**config.mk**
```make
export PLATFORM = sky130hd
export DESIGN_NAME = jtg_tap
export DESIGN_NICKNAME = d
export VERILOG_FILES = /design/src/hw/jtg_tap.v
export VERILOG_INCLUDE_DIRS = /design/src /design/src/hw
export SDC_FILE = /design/constraint.sdc
export NUM_CORES = 1
export LEC_CHECK = 0
export ABC_CLOCK_PERIOD_IN_PS = 5440
export BUFFER_PORTS_ARGS = -buffer_cell sky130_fd_sc_hd__buf_2
export CAP_MARGIN = 20
export CORE_MARGIN = 4
export CORE_UTILIZATION = 47
export CTS_BUF_LIST = sky130_fd_sc_hd__clkbuf_2 sky130_fd_sc_hd__clkbuf_4 sky130_fd_sc_hd__clkbuf_8
export CTS_CLUSTER_DIAMETER = 50
export DETAILED_ROUTE_END_ITERATION = 16
export HOLD_SLACK_MARGIN = 0.08
export PLACE_DENSITY = 0.66
export SYNTH_ARGS = -nofsm -noshare
export SYNTH_HDL_FRONTEND = slang
export SYNTH_SLANG_ARGS = --single-unit
```
**constraint.sdc**
```tcl
create_clock -name ref_clk -period 5.44 [get_ports ref_clk]
set_input_delay 0.544 -clock ref_clk [delete_from_list [all_inputs] [get_ports ref_clk]]
set_output_delay 0.544 -clock ref_clk [all_outputs]
set_load 0.005 [all_outputs]
```
**src/hw/jtg_defines.vh**
```
// Constants of the boundary-scan test access port.
`ifndef JTG_DEFINES_VH
`define JTG_DEFINES_VH

`define JTG_IR_LEN           3
`define JTG_ID_LEN           32

`define JTG_OP_EXTEST        3'h0
`define JTG_OP_SAMPLE        3'h1
`define JTG_OP_IDCODE        3'h2
`define JTG_OP_SINGLE_CHAIN  3'h3
`define JTG_OP_BYPASS        3'h7

`define JTG_IR_CAPTURE       3'h1
`define JTG_INSTR_RESET      3'h2
`define JTG_BYPASS_CAPTURE   1'h0
`define JTG_TDO_RESET        1'h0

`define JTG_SEL_BYPASS       2'h0
`define JTG_SEL_ID           2'h1
`define JTG_SEL_BSR          2'h2

`endif

```
**src/hw/jtg_tap.v**
```verilog
// Boundary-scan test access port with TAP controller, instruction and data registers.
`timescale 1ns/1ps
`include "jtg_defines.vh"
module jtg_tap #(
    parameter                  N_IN    = 16,
    parameter                  N_OUT   = 16,
    // The identification value is arbitrary; bit 0 must stay one.
    parameter [31:0]           ID_CODE = 32'h1234_5001
) (
    input  wire                ref_clk,
    input  wire                rstn,
    input  wire                tck,
    input  wire                tms,
    input  wire                tdi,
    input  wire                test_reset_n,
    output reg                 tdo,
    output reg                 tdo_oe,
    input  wire [N_IN-1:0]     pin_in,
    input  wire [N_OUT-1:0]    core_out,
    output reg  [N_OUT-1:0]    pin_out,
    output reg                 cell_shift_clock,
    output wire [`JTG_IR_LEN-1:0] instr_out
);

    localparam BSR_LEN = N_IN + N_OUT;

    localparam [3:0] ST_TLR    = 4'h0;
    localparam [3:0] ST_RTI    = 4'h1;
    localparam [3:0] ST_SEL_DR = 4'h2;
    localparam [3:0] ST_CAP_DR = 4'h3;
    localparam [3:0] ST_SH_DR  = 4'h4;
    localparam [3:0] ST_EX1_DR = 4'h5;
    localparam [3:0] ST_PA_DR  = 4'h6;
    localparam [3:0] ST_EX2_DR = 4'h7;
    localparam [3:0] ST_UP_DR  = 4'h8;
    localparam [3:0] ST_SEL_IR = 4'h9;
    localparam [3:0] ST_CAP_IR = 4'hA;
    localparam [3:0] ST_SH_IR  = 4'hB;
    localparam [3:0] ST_EX1_IR = 4'hC;
    localparam [3:0] ST_PA_IR  = 4'hD;
    localparam [3:0] ST_EX2_IR = 4'hE;
    localparam [3:0] ST_UP_IR  = 4'hF;

    // Unknown opcodes fall back to the bypass path.
    function [1:0] sel_of;
        input [`JTG_IR_LEN-1:0] op;
        begin
            case (op)
                `JTG_OP_EXTEST:       sel_of = `JTG_SEL_BSR;
                `JTG_OP_SAMPLE:       sel_of = `JTG_SEL_BSR;
                `JTG_OP_SINGLE_CHAIN: sel_of = `JTG_SEL_BSR;
                `JTG_OP_IDCODE:       sel_of = `JTG_SEL_ID;
                default:              sel_of = `JTG_SEL_BYPASS;
            endcase
        end
    endfunction

    // States in which the serial output is driven.
    function shift_state;
        input [3:0] st;
        begin
            case (st)
                ST_SH_DR: shift_state = 1'b1;
                ST_SH_IR: shift_state = 1'b1;
                default:  shift_state = 1'b0;
            endcase
        end
    endfunction

    // States in which the chain cells see the test clock.
    function cell_clock_state;
        input [3:0] st;
        begin
            case (st)
                ST_CAP_DR: cell_clock_state = 1'b1;
                ST_SH_DR:  cell_clock_state = 1'b1;
                default:   cell_clock_state = 1'b0;
            endcase
        end
    endfunction

    // Test reset asserts the controller reset at once and releases it on the clock.
    wire                       tap_arst_n = rstn & test_reset_n;
    reg  [1:0]                 rst_sync;
    wire                       tap_rst_n  = rst_sync[1];

    always @(posedge ref_clk or negedge tap_arst_n) begin
        if (!tap_arst_n) begin
            rst_sync <= 2'h0;
        end else begin
            rst_sync <= {rst_sync[0], 1'b1};
        end
    end

    reg                        tck_s1;
    reg                        tck_s2;
    reg                        tck_s3;
    reg                        tms_s1;
    reg                        tms_s2;
    reg                        tdi_s1;
    reg                        tdi_s2;
    reg  [N_IN-1:0]            pin_s1;
    reg  [N_IN-1:0]            pin_s2;

    always @(posedge ref_clk or negedge rstn) begin
        if (!rstn) begin
            tck_s1 <= 1'b0;
            tck_s2 <= 1'b0;
            tck_s3 <= 1'b0;
            tms_s1 <= 1'b1;
            tms_s2 <= 1'b1;
            tdi_s1 <= 1'b1;
            tdi_s2 <= 1'b1;
        end else begin
            tck_s1 <= tck;
            tck_s2 <= tck_s1;
            tck_s3 <= tck_s2;
            tms_s1 <= tms;
            tms_s2 <= tms_s1;
            tdi_s1 <= tdi;
            tdi_s2 <= tdi_s1;
        end
    end

    // Observed pins get their own synchroniser pair.
    always @(posedge ref_clk or negedge rstn) begin
        if (!rstn) begin
            pin_s1 <= {N_IN{1'b0}};
            pin_s2 <= {N_IN{1'b0}};
        end else begin
            pin_s1 <= pin_in;
            pin_s2 <= pin_s1;
        end
    end

    wire                       tck_rise = tck_s2 & ~tck_s3;
    wire                       tck_fall = ~tck_s2 & tck_s3;

    reg  [3:0]                 state;
    reg  [3:0]                 next_state;

    always @* begin
        case (state)
            ST_TLR:    next_state = tms_s2 ? ST_TLR    : ST_RTI;
            ST_RTI:    next_state = tms_s2 ? ST_SEL_DR : ST_RTI;
            ST_SEL_DR: next_state = tms_s2 ? ST_SEL_IR : ST_CAP_DR;
            ST_CAP_DR: next_state = tms_s2 ? ST_EX1_DR : ST_SH_DR;
            ST_SH_DR:  next_state = tms_s2 ? ST_EX1_DR : ST_SH_DR;
            ST_EX1_DR: next_state = tms_s2 ? ST_UP_DR  : ST_PA_DR;
            ST_PA_DR:  next_state = tms_s2 ? ST_EX2_DR : ST_PA_DR;
            ST_EX2_DR: next_state = tms_s2 ? ST_UP_DR  : ST_SH_DR;
            ST_UP_DR:  next_state = tms_s2 ? ST_SEL_DR : ST_RTI;
            ST_SEL_IR: next_state = tms_s2 ? ST_TLR    : ST_CAP_IR;
            ST_CAP_IR: next_state = tms_s2 ? ST_EX1_IR : ST_SH_IR;
            ST_SH_IR:  next_state = tms_s2 ? ST_EX1_IR : ST_SH_IR;
            ST_EX1_IR: next_state = tms_s2 ? ST_UP_IR  : ST_PA_IR;
            ST_PA_IR:  next_state = tms_s2 ? ST_EX2_IR : ST_PA_IR;
            ST_EX2_IR: next_state = tms_s2 ? ST_UP_IR  : ST_SH_IR;
            ST_UP_IR:  next_state = tms_s2 ? ST_SEL_DR : ST_RTI;
            default:   next_state = ST_TLR;
        endcase
    end

    always @(posedge ref_clk or negedge tap_rst_n) begin
        if (!tap_rst_n) begin
            state <= ST_TLR;
        end else if (tck_rise) begin
            state <= next_state;
        end
    end

    reg  [`JTG_IR_LEN-1:0]     ir_shift;
    reg  [`JTG_IR_LEN-1:0]     instr;
    reg                        bypass_reg;
    reg  [`JTG_ID_LEN-1:0]     id_reg;
    reg  [BSR_LEN-1:0]         bsr;
    reg  [N_OUT-1:0]           upd_out;
    wire [1:0]                 sel = sel_of(instr);
    wire [BSR_LEN-1:0]         smp = {pin_out, pin_s2};
    wire [BSR_LEN-1:0]         bsr_cap;
    wire                       single = (instr == `JTG_OP_SINGLE_CHAIN);
    wire                       drive_now = shift_state(state);
    wire                       cell_en   = cell_clock_state(state);

    assign instr_out = instr;

    genvar i;
    generate
        for (i = 0; i < BSR_LEN; i = i + 1) begin : g_cap
            if (i < `JTG_ID_LEN) begin : g_id
                assign bsr_cap[i] = single ? ID_CODE[i] : smp[i];
            end else begin : g_pad
                assign bsr_cap[i] = single ? 1'b0 : smp[i];
            end
        end
    endgenerate

    // Instruction stages: fixed pattern on capture, one stage per shift.
    always @(posedge ref_clk or negedge tap_rst_n) begin
        if (!tap_rst_n) begin
            ir_shift <= `JTG_IR_CAPTURE;
        end else if (tck_rise) begin
            case (state)
                ST_CAP_IR: ir_shift <= `JTG_IR_CAPTURE;
                ST_SH_IR:  ir_shift <= {tdi_s2, ir_shift[`JTG_IR_LEN-1:1]};
                default:   ir_shift <= ir_shift;
            endcase
        end
    end

    // Bypass stage gives one bit of delay while the bypass path is selected.
    always @(posedge ref_clk or negedge tap_rst_n) begin
        if (!tap_rst_n) begin
            bypass_reg <= `JTG_BYPASS_CAPTURE;
        end else if (tck_rise && sel == `JTG_SEL_BYPASS) begin
            case (state)
                ST_CAP_DR: bypass_reg <= `JTG_BYPASS_CAPTURE;
                ST_SH_DR:  bypass_reg <= tdi_s2;
                default:   bypass_reg <= bypass_reg;
            endcase
        end
    end

    // Identification register reloads on capture and shifts out low bit first.
    always @(posedge ref_clk or negedge tap_rst_n) begin
        if (!tap_rst_n) begin
            id_reg <= ID_CODE;
        end else if (tck_rise && sel == `JTG_SEL_ID) begin
            case (state)
                ST_CAP_DR: id_reg <= ID_CODE;
                ST_SH_DR:  id_reg <= {tdi_s2, id_reg[`JTG_ID_LEN-1:1]};
                default:   id_reg <= id_reg;
            endcase
        end
    end

    // Chain stages sit in series with the pins; idle and pause states hold them.
    always @(posedge ref_clk or negedge tap_rst_n) begin
        if (!tap_rst_n) begin
            bsr <= {BSR_LEN{1'b0}};
        end else if (tck_rise && sel == `JTG_SEL_BSR) begin
            case (state)
                ST_CAP_DR: bsr <= bsr_cap;
                ST_SH_DR:  bsr <= {tdi_s2, bsr[BSR_LEN-1:1]};
                default:   bsr <= bsr;
            endcase
        end
    end

    always @(posedge ref_clk or negedge tap_rst_n) begin
        if (!tap_rst_n) begin
            instr <= `JTG_INSTR_RESET;
        end else if (state == ST_TLR) begin
            instr <= `JTG_INSTR_RESET;
        end else if (tck_fall && state == ST_UP_IR) begin
            instr <= ir_shift;
        end
    end

    // Update latches take the output half of the chain on the test clock fall.
    always @(posedge ref_clk or negedge tap_rst_n) begin
        if (!tap_rst_n) begin
            upd_out <= {N_OUT{1'b0}};
        end else if (tck_fall && state == ST_UP_DR && sel == `JTG_SEL_BSR) begin
            upd_out <= bsr[BSR_LEN-1:N_IN];
        end
    end

    reg                        next_tdo;

    always @* begin
        case (sel)
            `JTG_SEL_BSR: next_tdo = bsr[0];
            `JTG_SEL_ID:  next_tdo = id_reg[0];
            default:      next_tdo = bypass_reg;
        endcase
        if (state == ST_SH_IR) begin
            next_tdo = ir_shift[0];
        end
    end

    always @(posedge ref_clk or negedge tap_rst_n) begin
        if (!tap_rst_n) begin
            tdo    <= `JTG_TDO_RESET;
            tdo_oe <= 1'b0;
        end else if (tck_fall) begin
            // The output only moves while driven, so releasing it leaves no stray edge.
            tdo_oe <= drive_now;
            if (drive_now) begin
                tdo <= next_tdo;
            end
        end
    end

    always @(posedge ref_clk or negedge tap_rst_n) begin
        if (!tap_rst_n) begin
            pin_out <= {N_OUT{1'b0}};
        end else begin
            pin_out <= (instr == `JTG_OP_EXTEST) ? upd_out : core_out;
        end
    end

    // The cell clock is a copy of the test clock gated to capture and shift.
    always @(posedge ref_clk or negedge tap_rst_n) begin
        if (!tap_rst_n) begin
            cell_shift_clock <= 1'b0;
        end else begin
            cell_shift_clock <= tck_s2 & cell_en;
        end
    end

endmodule

```
# [Yosys cells after proc, flatten, opt, wreduce, memory -nomap -nowiden]
# Cells that the tools add are included.
# Widths: inputs -> output; s select.
[totals] elab_cells=126 regBits=151 in_bits=38 output_inout_bits=22
[op_classes] n_reduce_logical=22 bitwise_logic=6 n_eq_ne=20 muxes=57
[ops] operator="$pmux 32 s2" n=2
[ops] operator="$pmux 4 s12" n=1
[ops] operator="$mux 1" n=38
[ops] operator="$eq 4x4->1 const B" n=8
[ops] operator="$eq 4x3->1 const B" n=4
[ops] operator="$mux 16" n=1
[ops] operator="$mux 4" n=4
[ops] operator="$mux 3" n=4
[ops] operator="$reduce_and 2->1" n=5
[ops] operator="$eq 4x2->1 const B" n=2
[ops] operator="$eq 3x2->1 const B" n=2
[ops] operator="$logic_and 1x1->1" n=6
[ops] operator="$mux 2" n=3
[ops] operator="$pmux 3 s2" n=1
[ops] operator="$reduce_bool 2->1" n=3
[ops] operator="$reduce_or 2->1" n=3
[ops] operator="$reduce_or 3->1" n=2
[ops] operator="$and 1x1->1" n=4
[ops] operator="$eq 4x1->1 const B" n=1
[ops] operator="$logic_not 4->1" n=1
[ops] operator="$pmux 1 s2" n=2
[ops] operator="$pmux 2 s2" n=1
[ops] operator="$eq 3x1->1 const B" n=1
[ops] operator="$logic_not 3->1" n=1
[ops] operator="other kinds (4)" n=5

# [Depth between registers and ports, before layout]
[logic_depth] depth_word=6 depth_mapped=8 ltp_nobuf=8

# [Worst setup path after synthesis]
# OpenSTA, ideal clock, no wires.
[synth_path] path_kind="flip-flop to flip-flop" start="reg instr[1] (netlist: instr_out[1])" end="reg upd_out[10]" required_time_ns=5.315 setup_ns=0.125 arrival_ns=1.860 path_stages_with_launch=7 setup_slack_ns=3.455 synth_period_minus_slack_ns=1.985 n_path_buf=1 cell_sequence="dfstp_2 > nand2b_1 > or2_2 > ha_1 > nand4_2 > buf_2 > mux2_2"
[synth_via] elab_chain_cells=5 elab_cells_between_ends=8 cone_classes="eq/ne: 4; mux: 1; reduce/logical: 3"
[synth_lines] element="from (decl)" line_no="jtg_tap.v:173" rtl="reg [`JTG_IR_LEN-1:0] instr;"
[synth_lines] element="from (signal assigned)" line_no="jtg_tap.v:252" rtl="instr <= `JTG_INSTR_RESET;"
[synth_lines] element="from (signal assigned)" line_no="jtg_tap.v:254" rtl="instr <= `JTG_INSTR_RESET;"
[synth_lines] element="from (signal assigned)" line_no="jtg_tap.v:256" rtl="instr <= ir_shift;"
[synth_lines] element="$eq 3x2->1 (tied with other cells)" line_no="jtg_tap.v:48" rtl="case (op)"
[synth_lines] element="$reduce_or 3->1 (no source line)"
[synth_lines] element="$pmux 2 s2 (*)" line_no="jtg_tap.v:48"
[synth_lines] element="$eq 2x2->1 (no source line) (*)"
[synth_lines] element="$logic_and 1x1->1 (no source line) (*)"
[synth_lines] element="to (signal assigned)" line_no="jtg_tap.v:263" rtl="upd_out <= {N_OUT{1'b0}};"
[synth_lines] element="to (signal assigned)" line_no="jtg_tap.v:265" rtl="upd_out <= bsr[BSR_LEN-1:N_IN];"
[synth_lines] element="to (decl)" line_no="jtg_tap.v:177" rtl="reg [N_OUT-1:0] upd_out;"
# Mark *: on every way between the ends. The rest lies on a longest branch, timed or not.
# A chain may end at the register's enable or synchronous reset.

# [Final worst setup path]
[layout_path] start="reg state[0]" end="reg bsr[31]"
[layout_via] elab_chain_cells=3 elab_cells_between_ends=5 cone_classes="eq/ne: 2; mux: 1; reduce/logical: 2"
[layout_lines] element="from (decl)" line_no="jtg_tap.v:139" rtl="reg [3:0] state;"
[layout_lines] element="from (signal assigned)" line_no="jtg_tap.v:168" rtl="state <= next_state;"
[layout_lines] element="$eq 4x3->1 / $eq 4x2->1 (equally long branches)" line_no="jtg_tap.v:242" rtl="case (state)"
[layout_lines] element="$reduce_bool 2->1 (no source line)"
[layout_lines] element="$reduce_and 2->1 (no source line)"
[layout_lines] element="to (signal assigned)" line_no="jtg_tap.v:243" rtl="ST_CAP_DR: bsr <= bsr_cap;"
[layout_lines] element="to (signal assigned)" line_no="jtg_tap.v:244" rtl="ST_SH_DR: bsr <= {tdi_s2, bsr[BSR_LEN-1:1]};"
[layout_lines] element="to (signal assigned)" line_no="jtg_tap.v:245" rtl="default: bsr <= bsr;"
[layout_lines] element="to (decl)" line_no="jtg_tap.v:176" rtl="reg [BSR_LEN-1:0] bsr;"
# Several ways; a longest one is shown, not always the timed one.

==> results.ini <==
[drt]
ant_nets=0
drt_iter0_drc=250
vias=3740
wl_per_cell_um=14.62
dr.pass1.iters=4
routed_wl_mm=10.76
drc=0
via_per_inst=5.082

[synthesis]
synth_compound_area_frac=0.1464
yosys-top-cells-count=dfrtp_1, nand2_1, o21ai_0
synthMuxAreaShare=0.06544
async_flop_share=1.000
synth_top_area_frac=0.5747
syn_nets=541
synth_area_leaders=dfrtp_1, nand2_1, dfstp_2
ys_seq_area_frac=0.6363
yosys.cell_count.top_type=dfrtp_1
netlist_instances=500
yosysWarnings=0
ys_seq_elements=151
yosysTopAreaCell=dfrtp_1
synth_cell_types=50
syn_area_mm2=0.005966
synth_fa_ha_area_frac=0.006292
synth_xor_xnor_area_share=0.001468
synthSimpleGateAreaFrac=0.1135
synth_edf_count=0
ys.flop_type=dfrtp_1
syn_avg_cell_area_um2=11.93
synth_top_family_by_area=compound AO/OA/AOI/OAI gates

[cells_and_area]
final_layout_size_suffix_gt1_frac=0.3063
seq_area_mm2=0.003800
multi_input_area_mm2=0.002013
syn2layout_area_growth_pct=13.74
n_fill_cell=1064
nets=596
final_util=0.5556
final_cell_area_mm2=0.006785
diodes=0

[cts]
clockBufferDepth=2
cts_setup_buffers=0
clk-insertion-delay-late_ps=430
cts_sinks=151
clk_pin_slew_worst_paths_ps=80
ctsHtreeMaxLevel=4
cts_tree=built
cts_buffers=17
hold_buffers=1
cts_root_buf=clkbuf_8
cts_resized=0

[critical_path]
worstSetupPathType=reg2reg
reg2reg_from=state[0]$_DFFE_PN0P_
crit_arrival_ps=2660
cp-startpoint=state[0]$_DFFE_PN0P_
start_kind=flip-flop
critPathRequiredTime_ps=5730
worst_setup_path_end_kind=flip-flop
crit_path_max_fanout=24

[global_route]
grt-ovfl-total=0
grt_max_degree=74
antenna_found_initial=0
grt_usage=0.1613
grt_pass1_wl_mm=18.91
grt_pass1_vias=3948

[timing]
period_share=0.4348
finalHoldViolations=0
setup_viol=0
setup_ws_ps=3075
rsz0062_at_grt=no
final_max_slew_viol_count=0
fmax_mhz=422.8
finalSetupTns_ps=0
worst_pin_slew_ps=901.5
slew_headroom=0.3990
hold_ws_ps=207.0
clock_skew_ps=10.12
finalCriticalPeriod_ps=2365

[place]
dp_slack_ps=3043
port_buffers=59
gp_congestion=0.7785
dp_hpwl_mm=7.105
placed_area_mm2=0.006375

[floorplanning]
ioPinCount=60
dieWidth_um=120.7
start_util=0.4885
fp.coreArea_mm2=0.01221
die-area_mm2=0.01456
die_h_um=120.7
std_cell_rows=40

[run]
cap_viol_max_count=0

[power_and_ir_drop]
peakVddDrop_mv=0.2054
powerDensity_mw_per_mm2=391.6
leakagePower_uw=0.003048

[status]
outcome=finished clean

[worst_hold_path]
hold_path.class=in2reg
hold_start=tms

## through the flow
step	std cells	power, uW
after floorplan	500	1741
after global placement	702	1835
after detailed placement	702	1855
after CTS	735	2696
after global routing	736	2817
final	736	2657
## cells by family (layout without fill, tap and decap cells)
logic type,after synthesis,after routing
fa+ha+maj,3,3
buf+inv,35,103
xor+xnor,1,1
simple gates,148,148
compound gates,126,126
mux,35,35
other cells,1,1
flops,151,151
## routing by layer
metal  vias up  routed length [um]  GRT usage
met5         -                   0          0
met4         0                  74    0.04887
met3         6                 362    0.03835
met2        60                5329     0.2623
met1      1832                4989     0.2164
li1       1842                   -          -
## power breakdown
group          switching (uW)  internal (uW)
Sequential                114           1250
Combinational             287            177
Clock                     416            416
## critical path, cell delays in order, from the launching register on
cell	delay, ps
dfrtp_1	580
or4b_1	950
o21a_4	390
a21boi_0	220
o21ai_0	90
## final timing paths
check	end	slack, ps	cells past startpoint
setup / recovery	bsr[31]$_DFFE_PN0P_	3070	4
hold / removal	tms_s1$_DFF_PN1_	210	1
setup reg to reg	bsr[31]$_DFFE_PN0P_	3070	4
hold reg to reg	pin_out[5]$_DFF_PN0_	290	0
max in group asynchronous	id_reg[22]$_DFFE_PN0P_	3870	1
min in group asynchronous	pin_s2[9]$_DFF_PN0_	230	1
## area by class of cell
class                           instances  share of cell area
Clock buffer                           18             0.03559
Clock inverter                         14             0.02231
Inverter                                5            0.002766
Multi-Input combinational cell        314              0.2967
Sequential cell                       151              0.5600
Tap cell                              168             0.03098
Timing Repair Buffer                   66             0.05163
## layout by cell type (no fill, tap or decap), drive strengths merged, types with 3 or more instances in the layout
cell,n
and2,3
clkinvlp,5
ha,3
nor2,13
nor3,4
mux2i,3
mux2,32
inv,8
clkbuf,18
nor2b,6
nand2,102
buf,65
dfrtp,137
a22oi,25
o22ai,8
o21ai,73
nand2b,4
o2111ai,3
nor4,3
clkinv,4
dfstp,14
a21oi,6
nand3,3
(Power assumes the default switching activity.)
